===== src/inc/fcsm_pkg.sv =====
// constants, types and pin bundle for the flash command sequencer (host side)
package fcsm_pkg;

    localparam int unsigned CLK_PERIOD_NS     = 100;
    // bus timing figures, in nanoseconds
    localparam int unsigned T_WR_SETUP_NS     = 100;
    localparam int unsigned T_WR_PULSE_NS     = 100;
    localparam int unsigned T_WR_HOLD_NS      = 100;
    localparam int unsigned T_RD_ACCESS_NS    = 150;
    localparam int unsigned T_RD_RECOVER_NS   = 100;
    // least times, rounded up to whole cycles
    localparam int unsigned WR_SETUP_CYC   = (T_WR_SETUP_NS + CLK_PERIOD_NS - 1) / CLK_PERIOD_NS;
    localparam int unsigned WR_PULSE_CYC   = (T_WR_PULSE_NS + CLK_PERIOD_NS - 1) / CLK_PERIOD_NS;
    localparam int unsigned WR_HOLD_CYC    = (T_WR_HOLD_NS + CLK_PERIOD_NS - 1) / CLK_PERIOD_NS;
    localparam int unsigned RD_ACCESS_CYC  = (T_RD_ACCESS_NS + CLK_PERIOD_NS - 1) / CLK_PERIOD_NS;
    localparam int unsigned RD_RECOVER_CYC = (T_RD_RECOVER_NS + CLK_PERIOD_NS - 1) / CLK_PERIOD_NS;
    // cycles from a pin change to the filtered data value
    localparam int unsigned SYNC_LAT       = 4;

    localparam logic [3:0] CNT_WR_SETUP   = 4'(WR_SETUP_CYC);
    localparam logic [3:0] CNT_WR_PULSE   = 4'(WR_PULSE_CYC - 1);
    localparam logic [3:0] CNT_WR_HOLD    = 4'(WR_HOLD_CYC);
    localparam logic [3:0] CNT_RD_ACCESS  = 4'(RD_ACCESS_CYC + SYNC_LAT);
    localparam logic [3:0] CNT_RD_RECOVER = 4'(RD_RECOVER_CYC - 1);

    localparam int unsigned ADDR_W = 19;
    localparam int unsigned DATA_W = 8;

    localparam logic [ADDR_W-1:0] UNLOCK1_ADDR    = 19'h00555;
    localparam logic [ADDR_W-1:0] UNLOCK2_ADDR    = 19'h002aa;
    localparam logic [DATA_W-1:0] UNLOCK1_DATA    = 8'haa;
    localparam logic [DATA_W-1:0] UNLOCK2_DATA    = 8'h55;
    localparam logic [DATA_W-1:0] CMD_PROGRAM     = 8'ha0;
    localparam logic [DATA_W-1:0] CMD_ERASE_SETUP = 8'h80;
    localparam logic [DATA_W-1:0] CMD_CHIP_ERASE  = 8'h10;
    localparam logic [DATA_W-1:0] CMD_AUTOSELECT  = 8'h90;
    localparam logic [DATA_W-1:0] CMD_RESET       = 8'hf0;

    localparam int unsigned TOGGLE_BIT = 6;
    localparam int unsigned FAIL_BIT   = 5;

    localparam logic [2:0] PROGRAM_WRITES    = 3'h4;
    localparam logic [2:0] CHIP_ERASE_WRITES = 3'h6;
    localparam logic [2:0] AUTOSEL_WRITES    = 3'h3;
    localparam logic [2:0] RESET_WRITES      = 3'h1;
    localparam logic [2:0] STEP_UNLOCK2      = 3'h1;
    localparam logic [2:0] STEP_SETUP        = 3'h2;
    localparam logic [2:0] STEP_FOURTH       = 3'h3;
    localparam logic [2:0] STEP_FIFTH        = 3'h4;
    localparam logic [2:0] STEP_SIXTH        = 3'h5;

    typedef enum logic [2:0] {
        FCSM_OP_READ,
        FCSM_OP_PROGRAM,
        FCSM_OP_CHIP_ERASE,
        FCSM_OP_AUTOSEL,
        FCSM_OP_RESET
    } fcsm_op_t;

    typedef struct packed {
        fcsm_op_t          op;
        logic [ADDR_W-1:0] addr;
        logic [DATA_W-1:0] data;
    } fcsm_cmd_t;

    typedef struct packed {
        logic [ADDR_W-1:0] addr;
        logic [DATA_W-1:0] data;
    } fcsm_wr_t;

    typedef struct packed {
        logic [ADDR_W-1:0] addr;
        logic [DATA_W-1:0] dq_out;
        logic              dq_oe_n;
        logic              ce_n;
        logic              oe_n;
        logic              we_n;
    } fcsm_pins_t;

    localparam fcsm_pins_t PINS_IDLE = '{addr: '0, dq_out: '0, dq_oe_n: 1'b1,
                                         ce_n: 1'b1, oe_n: 1'b1, we_n: 1'b1};

endpackage : fcsm_pkg

===== src/core/fcsm_host.sv =====
// host-side sequencer that issues command cycles and reads to a parallel flash
//
// Summary of operation
// RULE1 - device ignores strobe glitches under 5 ns; host strobes last whole cycles
// RULE2 - device sees no write while gate low or select/strobe high
// RULE3 - host writes only with select and strobe low, gate high
// RULE4 - device refuses commands on strobe rise if strobe low at power-up
// RULE5 - device powers up in read-array mode, reads need no command
// RULE6 - unexpected address or data in a sequence returns device to read-array
// RULE7 - device takes address on the later falling edge of select or strobe
// RULE8 - device takes data on the earlier rising edge of select or strobe
// RULE9 - device returns to read-array by itself after program or erase
// RULE10 - erase-suspend reads give status inside suspended sectors, array elsewhere
// RULE11 - reset command returns to read-array, address ignored
// RULE12 - reset aborts an unfinished erase sequence, ignored during erasing
// RULE13 - reset aborts an unfinished program sequence, ignored during programming
// RULE14 - reset aborts autoselect; host writes reset to leave identifier mode
// RULE15 - on failure flag host writes reset, device returns to read-array
// RULE16 - three-write entry gives identifier mode, readable repeatedly at any address
// RULE17 - low address byte 00, 11, 01 selects maker, continuation, device codes
// RULE18 - sector address with offset 02 reads 01 protected, 00 unprotected
// RULE19 - byte program is two unlocks, set-up, then address and data
// RULE20 - device ignores commands while programming, any address order allowed
// RULE21 - programming only clears bits, only erase sets them
// RULE22 - chip erase is unlock, unlock, set-up, unlock, unlock, erase command
// RULE23 - unlocks write aa to 555 then 55 to 2aa; program set-up a0
// RULE24 - chip erase writes 80 to 555 third and 10 to 555 sixth
// RULE25 - identifier entry writes 90 to 555 after the two unlocks
// RULE26 - reset command is one write of f0 at any address
`timescale 1ns/1ns

module fcsm_host
    import fcsm_pkg::*;
(
    input  wire logic              core_clk,
    input  wire logic              rst,
    input  wire logic              clk_en,
    input  wire fcsm_cmd_t         cmd,
    input  wire logic              cmd_valid,
    output logic                   cmd_ready,
    output logic                   rsp_valid,
    output logic [DATA_W-1:0]      rsp_data,
    output logic                   rsp_fail,
    output fcsm_pins_t             pins,
    input  wire logic [DATA_W-1:0] dq_in
);

    typedef enum logic [2:0] {
        ST_IDLE,
        ST_W_SETUP,
        ST_W_PULSE,
        ST_W_HOLD,
        ST_R_ACCESS,
        ST_R_RECOVER,
        ST_DONE
    } fcsm_state_t;

    fcsm_state_t       state;
    logic [3:0]        cnt;
    logic [2:0]        idx;
    fcsm_cmd_t         cur;
    logic [DATA_W-1:0] prev_dq;
    logic              have_prev;
    logic              again;
    logic              fail;
    logic [DATA_W-1:0] result;
    logic [DATA_W-1:0] dq_s1;
    logic [DATA_W-1:0] dq_s2;
    logic [DATA_W-1:0] dq_s3;
    logic [DATA_W-1:0] dq_stable;
    fcsm_wr_t          wr;

    ////////////////////////////////////////////////////////////////////////////////////////
    // address and data of each write of a sequence

    function automatic fcsm_wr_t fcsm_step(input fcsm_op_t          op,
                                           input logic [2:0]        i,
                                           input logic [ADDR_W-1:0] a,
                                           input logic [DATA_W-1:0] d);
        fcsm_wr_t w;
        w.addr = UNLOCK1_ADDR;                                       // RULE23
        w.data = UNLOCK1_DATA;                                       // RULE23
        case (i)
            STEP_UNLOCK2, STEP_FIFTH: begin
                w.addr = UNLOCK2_ADDR;                               // RULE23
                w.data = UNLOCK2_DATA;                               // RULE23
            end
            STEP_SETUP: begin
                if (op == FCSM_OP_PROGRAM) begin
                    w.data = CMD_PROGRAM;                            // RULE23
                end else if (op == FCSM_OP_CHIP_ERASE) begin
                    w.data = CMD_ERASE_SETUP;                        // RULE24
                end else begin
                    w.data = CMD_AUTOSELECT;                         // RULE25
                end
            end
            STEP_FOURTH: begin
                if (op == FCSM_OP_PROGRAM) begin
                    w.addr = a;                                      // RULE19
                    w.data = d;                                      // RULE19
                end
            end
            STEP_SIXTH: begin
                w.data = CMD_CHIP_ERASE;                             // RULE24
            end
            default: begin
            end
        endcase
        // reset takes the caller's address unchanged: the device ignores it
        if (op == FCSM_OP_RESET) begin
            w.addr = a;                                              // RULE11
            w.data = CMD_RESET;                                      // RULE26
        end
        return w;
    endfunction : fcsm_step

    function automatic logic [2:0] fcsm_writes(input fcsm_op_t op);
        case (op)
            FCSM_OP_PROGRAM:    return PROGRAM_WRITES;               // RULE19
            FCSM_OP_CHIP_ERASE: return CHIP_ERASE_WRITES;            // RULE22
            FCSM_OP_AUTOSEL:    return AUTOSEL_WRITES;               // RULE16
            FCSM_OP_RESET:      return RESET_WRITES;
            default:            return 3'h0;
        endcase
    endfunction : fcsm_writes

    assign wr = fcsm_step(cur.op, idx, cur.addr, cur.data);

    ////////////////////////////////////////////////////////////////////////////////////////
    // data pins: three stages, a value counts once stages two and three agree

    always_ff @(posedge core_clk or posedge rst) begin
        if (rst) begin
            dq_s1     <= '0;
            dq_s2     <= '0;
            dq_s3     <= '0;
            dq_stable <= '0;
        end else if (clk_en) begin
            dq_s1 <= dq_in;
            dq_s2 <= dq_s1;
            dq_s3 <= dq_s2;
            if (dq_s2 == dq_s3) begin
                dq_stable <= dq_s3;
            end
        end
    end

    ////////////////////////////////////////////////////////////////////////////////////////
    // sequencer and pin drive
    // strobes rest high from reset, so no write is pending as the device powers up

    always_ff @(posedge core_clk or posedge rst) begin
        if (rst) begin
            state     <= ST_IDLE;
            cnt       <= '0;
            idx       <= '0;
            cur       <= '{op: FCSM_OP_READ, addr: '0, data: '0};
            prev_dq   <= '0;
            have_prev <= 1'b0;
            again     <= 1'b0;
            fail      <= 1'b0;
            result    <= '0;
            pins      <= PINS_IDLE;                                  // RULE4
            cmd_ready <= 1'b0;
            rsp_valid <= 1'b0;
            rsp_data  <= '0;
            rsp_fail  <= 1'b0;
        end else if (clk_en) begin
            rsp_valid <= 1'b0;
            case (state)
                ST_IDLE: begin
                    cmd_ready <= 1'b1;
                    if (cmd_valid && cmd_ready) begin
                        cmd_ready <= 1'b0;
                        cur       <= cmd;
                        idx       <= '0;
                        cnt       <= '0;
                        fail      <= 1'b0;
                        have_prev <= 1'b0;
                        result    <= '0;
                        // plain reads need no command first
                        state     <= (cmd.op == FCSM_OP_READ) ? ST_R_ACCESS
                                                              : ST_W_SETUP; // RULE5
                    end
                end
                ST_W_SETUP: begin
                    // select falls first, strobe later: address stable at strobe fall
                    pins.addr    <= wr.addr;                         // RULE7
                    pins.dq_out  <= wr.data;
                    pins.dq_oe_n <= 1'b0;
                    pins.ce_n    <= 1'b0;
                    pins.oe_n    <= 1'b1;                            // RULE3
                    cnt          <= cnt + 4'h1;
                    if (cnt == CNT_WR_SETUP) begin
                        cnt   <= '0;
                        state <= ST_W_PULSE;
                    end
                end
                ST_W_PULSE: begin
                    // a pulse of whole cycles, far above the glitch filter
                    pins.we_n <= 1'b0;                               // RULE1
                    cnt       <= cnt + 4'h1;
                    if (cnt == CNT_WR_PULSE) begin
                        cnt       <= '0;
                        state     <= ST_W_HOLD;
                    end
                end
                ST_W_HOLD: begin
                    pins.we_n <= 1'b1;                               // RULE8
                    cnt       <= cnt + 4'h1;
                    if (cnt == CNT_WR_HOLD) begin
                        // data stays driven until after the strobe has risen
                        cnt          <= '0;
                        pins.ce_n    <= 1'b1;                        // RULE2
                        pins.dq_oe_n <= 1'b1;
                        if (idx + 3'h1 < fcsm_writes(cur.op)) begin
                            idx   <= idx + 3'h1;
                            state <= ST_W_SETUP;                     // RULE22
                        end else if (cur.op == FCSM_OP_RESET) begin
                            state <= ST_DONE;                        // RULE11
                        end else begin
                            // program and erase run unattended; host only polls
                            state <= ST_R_ACCESS;                    // RULE19
                        end
                    end
                end
                ST_R_ACCESS: begin
                    pins.addr    <= cur.addr;                        // RULE17
                    pins.dq_oe_n <= 1'b1;
                    pins.ce_n    <= 1'b0;
                    pins.oe_n    <= 1'b0;
                    pins.we_n    <= 1'b1;                            // RULE2
                    cnt          <= cnt + 4'h1;
                    if (cnt == CNT_RD_ACCESS) begin
                        cnt       <= '0;
                        pins.ce_n <= 1'b1;
                        pins.oe_n <= 1'b1;
                        state     <= ST_R_RECOVER;
                        again     <= 1'b0;
                        case (cur.op)
                            FCSM_OP_AUTOSEL: begin
                                result <= dq_stable;                 // RULE18
                                cur.op <= FCSM_OP_RESET;             // RULE14
                                idx    <= '0;
                            end
                            FCSM_OP_PROGRAM, FCSM_OP_CHIP_ERASE: begin
                                prev_dq   <= dq_stable;
                                have_prev <= 1'b1;
                                result    <= dq_stable;
                                if (!have_prev) begin
                                    again <= 1'b1;
                                end else if (dq_stable[TOGGLE_BIT] == prev_dq[TOGGLE_BIT]) begin
                                    // toggling stopped: device is back in read-array
                                    again <= 1'b0;                   // RULE9
                                end else if (dq_stable[FAIL_BIT] && prev_dq[FAIL_BIT]) begin
                                    fail   <= 1'b1;                  // RULE15
                                    cur.op <= FCSM_OP_RESET;         // RULE15
                                    idx    <= '0;
                                end else begin
                                    // resets would be ignored while the algorithm runs
                                    again <= 1'b1;                   // RULE20
                                end
                            end
                            default: begin
                                result <= dq_stable;
                            end
                        endcase
                    end
                end
                ST_R_RECOVER: begin
                    cnt <= cnt + 4'h1;
                    if (cnt == CNT_RD_RECOVER) begin
                        cnt <= '0;
                        if (again) begin
                            state <= ST_R_ACCESS;
                        end else if (cur.op == FCSM_OP_RESET) begin
                            state <= ST_W_SETUP;                     // RULE14
                        end else begin
                            state <= ST_DONE;
                        end
                    end
                end
                ST_DONE: begin
                    rsp_valid <= 1'b1;
                    rsp_data  <= result;
                    rsp_fail  <= fail;
                    state     <= ST_IDLE;
                end
                default: begin
                    state <= ST_IDLE;
                    pins  <= PINS_IDLE;
                end
            endcase
        end
    end

endmodule : fcsm_host


===== config.mk =====
export PLATFORM = sky130hd
export DESIGN_NAME = fcsm_host
export DESIGN_NICKNAME = d
export VERILOG_FILES = /design/src/inc/fcsm_pkg.sv /design/src/core/fcsm_host.sv
export SDC_FILE = /design/constraint.sdc
export NUM_CORES = 1
export LEC_CHECK = 0
export BUFFER_PORTS_ARGS = -buffer_cell sky130_fd_sc_hd__clkbuf_2
export CORE_MARGIN = 5
export CORE_UTILIZATION = 55
export DETAILED_ROUTE_END_ITERATION = 8
export PLACE_DENSITY = 0.88
export SLEW_MARGIN = 0
export SYNTH_ARGS = -nofsm -noshare
export SYNTH_HDL_FRONTEND = slang
export SYNTH_SLANG_ARGS = --single-unit

===== constraint.sdc =====
create_clock -name core_clk -period 13.16 [get_ports core_clk]
set_input_delay 2.632 -clock core_clk [delete_from_list [all_inputs] [get_ports core_clk]]
set_output_delay 2.632 -clock core_clk [all_outputs]
set_load 0.05 [all_outputs]

==> results.env, run 1 <==
WORST_PATH_MAX_DELAY_CELL='nor4_2'
WORST-SETUP-PATH-TYPE='in -> reg'
GRT_PASS1_VIAS=4678
START_KIND='input pin'
CP.ARRIVAL_PS=4890
CLOCK-ROOT-BUFFER='clkbuf_8'
TOP_CELLS_BY_AREA_SYNTH='dfrtp_1 (52%), mux2_2 (14%), nand2_1 (4.5%), o21ai_0 (3.0%), ha_1 (2.3%)'
CLOCK_PIN_SLEW_OF_THE_REGISTERS_ON_THE_WORST_CASE_SETUP_AND_HOLD_PATHS_PS=70
POWER.DENSITY_CELL_AREA_mW_PER_MM2=253
DIE_AREA_SQ_MM=0.0129
BOUNDARYPINS=84
ANTENNA_VIOLATING_NETS_LEFT=0
RSZ0062_AT_GRT='no'
DETAIL_ROUTE.VIAS_PER_CELL=5.86
COMBINATIONALPOWERSHARE_PCT=37.9
POST_SYNTH_EDFFS=0
POSTCTSHOLDBUFS=0
DRIVE_GT1_SHARE_PCT=35.4
TIMING.FINAL.CRIT_SHARE_PCT=34.0
AVGROUTEDWIREPERCELL_UM=18.0
CRITICAL-PATH-TOP-DELAY-FAMILY='buffers and inverters'
STARTING_DENSITY_OF_THE_CORE_PCT=56.8
SYNTH_SEQ_AREA_SHARE_PCT=53.8
CRITPATHREQUIREDTIME_PS=13570
AREAGROWTHSYNTHTOFINISH_PCT=17.8
CLOCK_PATH_BUFFERS=2
TOTAL_VIA_COUNT_AFTER_DETAILED_ROUTING=4388
WIRE_LENGTH_AFTER_DETAILED_ROUTING_MM=13.5
POWER_SWITCHING_SHARE_PCT=43.6
FINALNETCOUNT=653
YS.FLOP_TYPE='dfrtp_1'
PLACE.DETAILED.HPWL_MM=9.25
DP_CELLS=717
HOLD_PATH_CLASS='reg -> reg'
CP_NUM_BUF_INV=2
CTSRESIZECOUNT=0
MAX_FREQ_GHz=0.223
GR-USAGE-ALL-LAYERS_PCT=22.2
OUTCOME='finished, final reports clean'
CTS_SETUP_BUFFERS=0
TIGHTEST_SLEW_PS=892
TIMING.MAX_SLEW.REL_SLACK_PCT=40.1
REPORT.FINAL.SETUP_VIOL=0
SYN-MEAN-INSTANCE-AREA_SQ_UM=11.3
PLACE_CONGESTION=0.946
TIMING_MAX_TRANSITION_VIOLATIONS_FINAL=0
SYNTH_TOP_AREA_SHARE_PCT=52.0
ANTENNADIODECOUNT=0
DRTITER0DRC=343
POWER.SEQUENTIAL.FRACTION_PCT=36.7
HTREEDEPTH=4
CORE.ROWCOUNT=37
COREAREA_SQ_MM=0.0104
CRITICAL_PATH.ENDPOINT_TYPE='flip-flop'
DRTPASS1ITERATIONS=6
YOSYSWARNINGS=0
GRT_OVERFLOW=0
TNS_PS=0
FINALCOREUTILIZATION_PCT=67.0
IR_DROP_mV=0.228
CLOCK_SINKS=127
CAP_VIOLATIONS=0
CRITICAL_PATH.CELL_CHAIN='clkbuf_2 > inv_1 > nor4_2 > mux2_2'
HOLD_VIOL_FINAL=0
POST_SYNTH_NUM_CELL_TYPES=66
DETAIL_ROUTE.DRC_VIOLATIONS=0
GRT_ANTENNA_BEFORE_REPAIR=0
SYNTH.LARGEST_AREA_CELL='dfrtp_1'
PWR-SHARE-CLK_PCT=25.4
GRT_START_MAX_NET_PINS=67
WORST_CLOCK_SKEW_PS=6.83
POWER.INTERNAL_mW=0.994
CTS_TREE='yes'
FLOORPLAN.DIE.HEIGHT_UM=114
SYN_INST=522
P_SW_mW=0.769
WORSTSKEWPAIRLATENCY_PS=530
SYNTH-SEQ-CELLS=127
GRT_PASS1_WL_MM=22.8
NUMCTSBUFFERS=17
FINAL.MIN_CLOCK_PERIOD_PS=4470
IO_BUFFERS=83
FILL_CELLS=713
MAPPEDNETLISTNETS=575
TIMING.CRITICAL_PATH.SLOWEST_CELL_DELAY_PS=840
LAYOUT.CELLS.NON_FILLER=749
SYNTH_ASYNC_SR_FLOP_SHARE_PCT=100
DIEWIDTH_UM=114
LEAKAGE_nW=3.25
WORSTPATHMAXFANOUT=37
POST_SYNTH_INSTANCE_AREA_SQ_MM=0.00592
## cells in the mapped netlist, drive strengths merged (2+ instances only)
library cell	n
nand4	4
and2	2
o311ai	3
a22oi	3
and3	4
o21a	5
a2111oi	3
o31ai	2
nand2b	5
mux2i	3
o22ai	4
clkbuf	13
dfstp	4
a21o	2
nor2	19
a31oi	2
ha	11
nor3b	4
and3b	3
xnor2	8
o211ai	2
nor3	6
mux2	76
nand2	71
xor2	3
inv	15
o21ai	37
buf	13
a21oi	25
a211oi	3
or2	5
nand3	18
o2bb2ai	3
nor2b	4
dfrtp	123
## area by class of cell
type | count | area (sq um) | share of cell area (%)
Timing Repair Buffer | 85 | 430 | 6.17
Inverter | 15 | 58.8 | 0.843
Tap cell | 136 | 170 | 2.44
Clock buffer | 17 | 414 | 5.94
Clock inverter | 15 | 161 | 2.31
Multi-Input combinational cell | 354 | 2560 | 36.7
Sequential cell | 127 | 3180 | 45.6
## metal layers
metal | vias up | GRT usage (%) | wire, um
met5 | - | 0 | 0
met3 | 39 | 5.52 | 873
met1 | 2171 | 27.2 | 5210
met4 | 0 | 8.09 | 354
met2 | 175 | 38.1 | 7020
li1 | 2003 | - | -
## cell usage in the layout, fill, tap and decap left out, types with 5 or more instances in the layout
cell type,instances
dfrtp_1,123
clkbuf_2,83
mux2_2,75
nand2_1,71
o21ai_0,35
a21oi_1,25
nand3_1,18
nor2_1,18
clkbuf_16,16
inv_1,14
ha_1,11
xnor2_1,8
nor3_1,6
inv_8,6
inv_6,6
o21a_1,5
or2_2,5
## flip-flops by register name, indices dropped and copies added, names as in the netlist
name	cells
have_prev	1
dq_s2	8
dq_s3	8
prev_dq	2
pins	31
rsp_fail	1
again	1
dq_s1	8
idx	3
rsp_data	8
result	8
cmd_ready	1
state	3
cnt	4
cur	30
rsp_valid	1
dq_stable	8
fail	1
## worst paths after layout
check                          endpoint  cells past startpoint     start  slack, ps
hold / removal                 pins[26]                      2  pins[26]        480
setup / recovery           dq_stable[1]                      4    clk_en       8690
setup reg to reg             prev_dq[5]                      5  state[2]      10470
hold reg to reg                pins[26]                      2  pins[26]        480
max in group asynchronous     rsp_valid                      3       rst       9660
min in group asynchronous       cur[13]                      2       rst       2240
## metrics by stage
step	setup WS, ps	hold WS, ps	cell area (sq um)	total power, mW
4_1_cts	8710	482	6980	1.76
3_5_place_dp	8160	460	6400	1.30
2_1_floorplan	7150	446	5920	1.14
6_report	8690	481	6980	1.76
5_1_grt	8520	492	6980	1.86
3_3_place_gp	8370	458	6400	1.27
## power groups by stage
stage	clock network [mW]	registers [mW]	logic [mW]
after CTS	0.453	0.643	0.668
after global placement	0	0.642	0.631
after floorplan	0	0.763	0.379
final	0.448	0.647	0.669
after global routing	0.472	0.666	0.720
after detailed placement	0	0.648	0.656
## kinds of logic after synthesis
kind of cell | count (synthesis) | synth area share, %
flip-flops | 127 | 53.8
AO/OA/AOI/OAI | 100 | 11.2
multiplexers | 79 | 15.0
AND/OR/NAND/NOR | 153 | 12.9
adder cells (fa/ha/maj) | 11 | 2.32
buffers and inverters | 41 | 3.02
XOR/XNOR | 11 | 1.75
## worst min-delay path, cell delays in order (launching register included)
cell     delay (ps)
dfrtp_1         350
nand2_1          50
nand2_1          50
No activity file was read; power rests on OpenSTA's default activity.
==> run 2, diff against run 1 <==
CORE_UTILIZATION = 52   (was 55)
PLACE_DENSITY = 0.87   (was 0.88)
clock period = 3.67 ns   (was 13.16 ns; I/O delays follow)
==> results.env, run 2 (synthesis results as in run 1) <==
OUTCOME='finished, final reports clean'  # unchanged
TIGHTEST_SLEW_PS=916  # was 892 ps
TNS_PS=0  # unchanged
DETAIL_ROUTE.DRC_VIOLATIONS=0  # unchanged
TIMING.RR.START='state[2]'  # unchanged
POST_DP_CELL_AREA_SQ_MM=0.00644  # was 0.00640 sq mm
CRIT_PATH_FREQUENT_CELL='nor2_1'
BOUNDARYPINS=84  # unchanged
CLOCK_SINKS=127  # unchanged
LEAKAGE_nW=3.26  # was 3.25 nW
DRTITER0DRC=385  # was 343
DIE_AREA_SQ_MM=0.0136  # was 0.0129 sq mm
GRT_START_MAX_NET_PINS=128  # was 67
CRITICAL_PATH.CELL_CHAIN='nand2b_4 > nor2_1 > nand3_1 > nor2_1 > mux2_2'  # was clkbuf_2 > inv_1 > nor4_2 > mux2_2
MAX_FFS_PER_REGISTER=31  # unchanged
CP.ARRIVAL_PS=2910  # was 4890 ps
TIMING.MAX_SLEW.REL_SLACK_PCT=38.6  # was 40.1%
REPORT.FINAL.SETUP_VIOL=0  # unchanged
PLACE.DETAILED.HPWL_MM=9.07  # was 9.25 mm
ANTENNADIODECOUNT=0  # unchanged
MAX_FREQ_GHz=0.381
TIMING.RR.END='prev_dq[6]'  # was prev_dq[5]
LAYOUT.CELLS.NON_FILLER=758  # was 749
POWER.DENSITY_CELL_AREA_mW_PER_MM2=914  # was 253 mW/mm^2
CTS_SETUP_BUFFERS=0  # unchanged
LAYOUT_COMMONEST_CELL='dfrtp_1'  # unchanged
DESIGN_POWER_TOTAL_mW=6.44  # was 1.76 mW
GRT_PASS1_VIAS=4632  # was 4,678
WORST-R2R-CELL-COUNT=5  # unchanged
CRITICAL_PATH.ENDPOINT_TYPE='flip-flop'  # unchanged
CTSRESIZECOUNT=0  # unchanged
REG2REG_SLACK_PS=1050  # was 10,470 ps
FLOORPLAN.DIE.HEIGHT_UM=117  # was 114 um
GRT_OVERFLOW=0  # unchanged
LAYOUT_COMMON_CELLS='dfrtp_1 (123), clkbuf_2 (83), mux2_2 (75), nand2_1 (71), o21ai_0 (35)'  # unchanged
GR-USAGE-ALL-LAYERS_PCT=21.6  # was 22.2%
TIMING_MAX_TRANSITION_VIOLATIONS_FINAL=0  # unchanged
CRITPATHREQUIREDTIME_PS=3960  # was 13,570 ps
TIMING.FINAL.CRIT_SHARE_PCT=71.5
CLOCK-ROOT-BUFFER='clkbuf_16'  # was clkbuf_8
CTS_TREE='yes'  # unchanged
CRITICAL-PATH-TOP-DELAY-FAMILY='simple AND/OR/NAND/NOR gates'  # was buffers and inverters
IR_DROP_mV=0.662  # was 0.228 mV
CP_NUM_BUF_INV=0  # was 2
TIMING.CRITICAL_PATH.SLOWEST_CELL_DELAY_PS=910  # was 840 ps
CLOCK_PIN_SLEW_OF_THE_REGISTERS_ON_THE_WORST_CASE_SETUP_AND_HOLD_PATHS_PS=60  # was 70 ps
GRT_PASS1_WL_MM=22.9  # was 22.8 mm
WORSTSKEWPAIRLATENCY_PS=410  # was 530 ps
CAP_VIOLATIONS=0  # unchanged
DRTPASS1ITERATIONS=6  # unchanged
LARGEST_REGISTER='pins'  # unchanged
CORE.ROWCOUNT=39  # was 37
HOLD_VIOL_FINAL=0  # unchanged
WORST_CLOCK_SKEW_PS=7.48  # was 6.83 ps
CLOCK_PATH_BUFFERS=2  # unchanged
DETAIL_ROUTE.VIAS_PER_CELL=5.83  # was 5.86
WORST-SETUP-PATH-TYPE='reg -> reg'  # was in -> reg
FINAL.MIN_CLOCK_PERIOD_PS=2620
WHS_ENDPOINT='pins[28]'  # was pins[26]
START_KIND='flip-flop'  # was input pin
POSTCTSHOLDBUFS=0  # unchanged
AVGROUTEDWIREPERCELL_UM=18.1  # was 18.0 um
LAYOUT_TOP_REGISTERS='pins x31, cur x30'  # unchanged
IO_BUFFERS=83  # unchanged
GRT_ANTENNA_BEFORE_REPAIR=0  # unchanged
NUMCTSBUFFERS=17  # unchanged
DRIVE_GT1_SHARE_PCT=35.1  # was 35.4%
WIRE_LENGTH_AFTER_DETAILED_ROUTING_MM=13.7  # was 13.5 mm
FINALNETCOUNT=655  # was 653
DESIGN_AREA_SQ_MM=0.00704  # was 0.00698 sq mm
PLACE_CONGESTION=0.914  # was 0.946
DIEWIDTH_UM=117  # was 114 um
RSZ0062_AT_GRT='no'  # unchanged
WORST_PATH_MAX_DELAY_CELL='dfrtp_1'  # was nor4_2
HTREEDEPTH=4  # unchanged
WORSTPATHMAXFANOUT=26  # was 37
DP_CELLS=726  # was 717
AREAGROWTHSYNTHTOFINISH_PCT=18.9  # was 17.8%
STARTING_DENSITY_OF_THE_CORE_PCT=52.5  # was 56.8%
HOLD_PATH_CLASS='reg -> reg'  # unchanged
HOLD_PATH_STARTPOINT='pins[28]'  # was pins[26]
ANTENNA_VIOLATING_NETS_LEFT=0  # unchanged
COREAREA_SQ_MM=0.0113  # was 0.0104 sq mm
MIN_DELAY_PATH_DEPTH=2  # unchanged
TOTAL_VIA_COUNT_AFTER_DETAILED_ROUTING=4417  # was 4,388
[run 2: layout make-up]
class                      instances  area (sq um)
tap                              143           179
timing repair buffer              87           458
multi-input combinational        354          2560
clock inverter                    10           136
inverter                          15          60.1
clock buffer                      22           464
sequential                       127          3180
fill                             801          4230
[run 2: metrics by stage]
step                      worst slack [ps]  utilization [%]  hold WS, ps
after floorplan                       1370                -          446
after global placement                1250             57.1          464
after detailed placement              1120             57.1          467
after CTS                             1110             62.4          486
after global routing                   888             62.4          496
final                                 1050             62.4          483
[run 2: power by group]
part,total (mW),switching [mW],internal (mW),leakage (nW)
Combinational,2.42,1.60,0.817,1.37
Clock,1.69,0.589,1.10,0.286
Sequential,2.33,0.451,1.87,1.60
Total,6.44,2.64,3.79,3.26
[run 2: worst max path at each step]
| stage | from | endpoint | slack, ps | depth (start not counted) |
|---|---|---|---|---|
| 3_3_place_gp | clk_en | dq_stable[1] | 1250 | 4 |
| 4_1_cts | state[2] | prev_dq[6] | 1110 | 5 |
| 3_5_place_dp | state[2] | prev_dq[5] | 1120 | 5 |
| 2_1_floorplan | rst | again | 1370 | 1 |
| 5_1_grt | state[2] | pins[15] | 890 | 5 |
| 6_report | state[2] | prev_dq[6] | 1050 | 5 |
[run 2: routing by layer]
| layer | share of wire (%) | global-route usage [%] |
|---|---|---|
| met5 | 0 | 0 |
| met4 | 3.3 | 10.5 |
| met3 | 4.5 | 4.97 |
| met2 | 52 | 35.3 |
| met1 | 41 | 27.1 |
[run 2: tightest hold or removal path, stage by stage (launching register included)]
cell and delay (ps):
dfrtp_1 350, nand2_1 50, nand2_1 50
==> run 3, diff against run 2 <==
clock period = 2.3 ns   (was 3.67 ns; I/O delays follow)
==> results.env, run 3 (synthesis results as in run 1) <==
HOLD_VIOL_FINAL=0  # unchanged
CTS_SETUP_BUFFERS=0  # unchanged
CLOCK_SINKS=127  # unchanged
PLACE.DETAILED.HPWL_MM=9.35  # was 9.07 mm
FINALCOREUTILIZATION_PCT=64.3  # was 62.4%
CP_NUM_BUF_INV=1  # was 0
CTS_TREE='yes'  # unchanged
GRT_START_MAX_NET_PINS=128  # unchanged
GRT_PASS1_WL_MM=22.7  # was 22.9 mm
STARTING_DENSITY_OF_THE_CORE_PCT=52.5  # unchanged
WORSTSKEWPAIRLATENCY_PS=410  # about the same
MAX_FFS_PER_REGISTER=31  # unchanged
GRT_ANTENNA_BEFORE_REPAIR=0  # unchanged
CRITICAL-PATH-TOP-DELAY-FAMILY='compound AO/OA/AOI/OAI gates'  # was simple AND/OR/NAND/NOR gates
LEAKAGE_nW=3.38  # was 3.26 nW
CRITICAL_PATH.ENDPOINT_TYPE='flip-flop'  # unchanged
DRTITER0DRC=340  # was 385
CAP_VIOLATIONS=0  # unchanged
IR_DROP_mV=1.08  # was 0.662 mV
CRITPATHREQUIREDTIME_PS=2630  # was 3960 ps
GRT_OVERFLOW=0  # unchanged
TIMING_MAX_TRANSITION_VIOLATIONS_FINAL=0  # unchanged
CLOCK_PIN_SLEW_OF_THE_REGISTERS_ON_THE_WORST_CASE_SETUP_AND_HOLD_PATHS_PS=60  # about the same
MAX_FREQ_GHz=0.453  # was 0.381 GHz
WORST_PATH_MAX_DELAY_CELL='a2111oi_0'  # was dfrtp_1
FLOORPLAN.DIE.HEIGHT_UM=117  # unchanged
CRITICAL_PATH.CELL_CHAIN='buf_4 > nor3b_4 > o21ai_0 > a2111oi_0 > nor3_1 > o2bb2ai_1'  # was nand2b_4 > nor2_1 > nand3_1 > nor2_1 > mux2_2
DESIGN_POWER_TOTAL_mW=10.7  # was 6.44 mW
DETAIL_ROUTE.DRC_VIOLATIONS=0  # unchanged
HOLD_PATH_CLASS='in -> async'  # was reg -> reg
DP_CELLS=742  # was 726
HTREEDEPTH=4  # unchanged
DETAIL_ROUTE.VIAS_PER_CELL=5.80  # was 5.83
NUMCTSBUFFERS=17  # unchanged
LAYOUT_COMMONEST_CELL='dfrtp_1'  # unchanged
CLOCK_PATH_BUFFERS=2  # unchanged
REPORT.FINAL.SETUP_VIOL=0  # unchanged
WORST_CLOCK_SKEW_PS=8.26  # was 7.48 ps
WORSTPATHMAXFANOUT=11  # was 26
LAYOUT.CELLS.NON_FILLER=774  # was 758
WIRE_LENGTH_AFTER_DETAILED_ROUTING_MM=14.0  # was 13.7 mm
TIGHTEST_SLEW_PS=802  # was 916 ps
IO_BUFFERS=83  # unchanged
DRTPASS1ITERATIONS=8  # was 6
LAYOUT_COMMON_CELLS='dfrtp_1 (123), clkbuf_2 (83), mux2_2 (75), nand2_1 (71), o21ai_0 (35)'  # unchanged
CORE.ROWCOUNT=39  # unchanged
TOTAL_VIA_COUNT_AFTER_DETAILED_ROUTING=4488  # was 4,417
OUTCOME='finished, final reports clean'  # unchanged
ANTENNA_VIOLATING_NETS_LEFT=0  # unchanged
FINAL.MIN_CLOCK_PERIOD_PS=2210  # was 2620 ps
DIE_AREA_SQ_MM=0.0136  # unchanged
LAYOUT_TOP_REGISTERS='pins x31, cur x30'  # unchanged
GRT_PASS1_VIAS=4714  # was 4,632
FINALNETCOUNT=671  # was 655
WORST-SETUP-PATH-TYPE='reg -> reg'  # unchanged
CP.ARRIVAL_PS=2540  # was 2910 ps
AVGROUTEDWIREPERCELL_UM=18.1  # about the same
POSTCTSHOLDBUFS=0  # unchanged
START_KIND='flip-flop'  # unchanged
DRIVE_GT1_SHARE_PCT=37.7  # was 35.1%
POWER.DENSITY_CELL_AREA_mW_PER_MM2=1480  # was 914 mW/mm^2
AREAGROWTHSYNTHTOFINISH_PCT=22.4  # was 18.9%
DIEWIDTH_UM=117  # unchanged
BOUNDARYPINS=84  # unchanged
GR-USAGE-ALL-LAYERS_PCT=21.4  # was 21.6%
CLOCK-ROOT-BUFFER='clkbuf_16'  # unchanged
TIMING.MAX_SLEW.REL_SLACK_PCT=46.4  # was 38.6%
TIMING.FINAL.CRIT_SHARE_PCT=95.9  # was 71.5%
TIMING.CRITICAL_PATH.SLOWEST_CELL_DELAY_PS=590  # was 910 ps
LARGEST_REGISTER='pins'  # unchanged
PLACE_CONGESTION=0.951  # was 0.914
ANTENNADIODECOUNT=0  # unchanged
COREAREA_SQ_MM=0.0113  # unchanged
run 3: changes by cell type in the layout (fill, tap and decap cells not counted), sizes merged:
cell / before / now
buf: 4 / 20
clkbuf: 105 / 101
bufinv: 3 / 5
clkinv: 4 / 5
inv: 14 / 15
run 3: path summary, 6_finish.rpt:
path                           from       end  slack [ps]  cells past startpoint
min                             rst  dq_s1[5]         240                      3
max reg2reg                 cur[27]  state[0]          90                      6
max                         cur[27]  state[0]          90                      6
min in group core_clk       cmd[23]   cur[23]         270                      2
max in group asynchronous       rst    cur[7]        1600                      3
min reg2reg                pins[29]  pins[29]         480                      2
run 3: tightest hold or removal path: stages:
cell	delay [ps]
clkbuf_2	100
clkinvlp_4	70
buf_12	480
run 3: what timing repair did:
action                                  4_1_cts  5_1_grt
endpoints found under the hold margin         0        0
endpoints found under the setup margin        0        2
gates resized for setup                       0        3
run 3: area by class of cell:
cell class	count	area [sq um]
fill	778	4030
tap	143	179
inverter	15	60.1
multi-input combinational	354	2580
sequential	127	3180
clock buffer	18	439
clock inverter	14	214
timing repair buffer	103	591
run 3: metrics by stage:
stage	hold WS, ps	cell area, sq um	setup TNS, ps	setup WS (ps)
4_1_cts	268	7220	0	46.4
2_1_floorplan	446	5920	0	227
5_1_grt	270	7240	-0.438	-0.438
3_5_place_dp	468	6570	0	137
3_3_place_gp	459	6570	0	198
6_report	236	7240	0	93.9
run 3: power breakdown:
| part | switching, mW | internal, mW | total, mW | leakage [nW] |
|---|---|---|---|---|
| logic | 2.75 | 1.46 | 4.22 | 1.46 |
| registers | 0.569 | 2.99 | 3.56 | 1.60 |
| clock network | 0.994 | 1.95 | 2.94 | 0.312 |
run 3: metal layers:
metal / GRT usage [%] / share of wire (%) / wire length, um
met4: 9.86 / 2.2 / 309
met3: 5.44 / 5.5 / 763
met5: 0 / 0 / 0
met1: 26.6 / 41 / 5690
met2: 35.3 / 52 / 7220
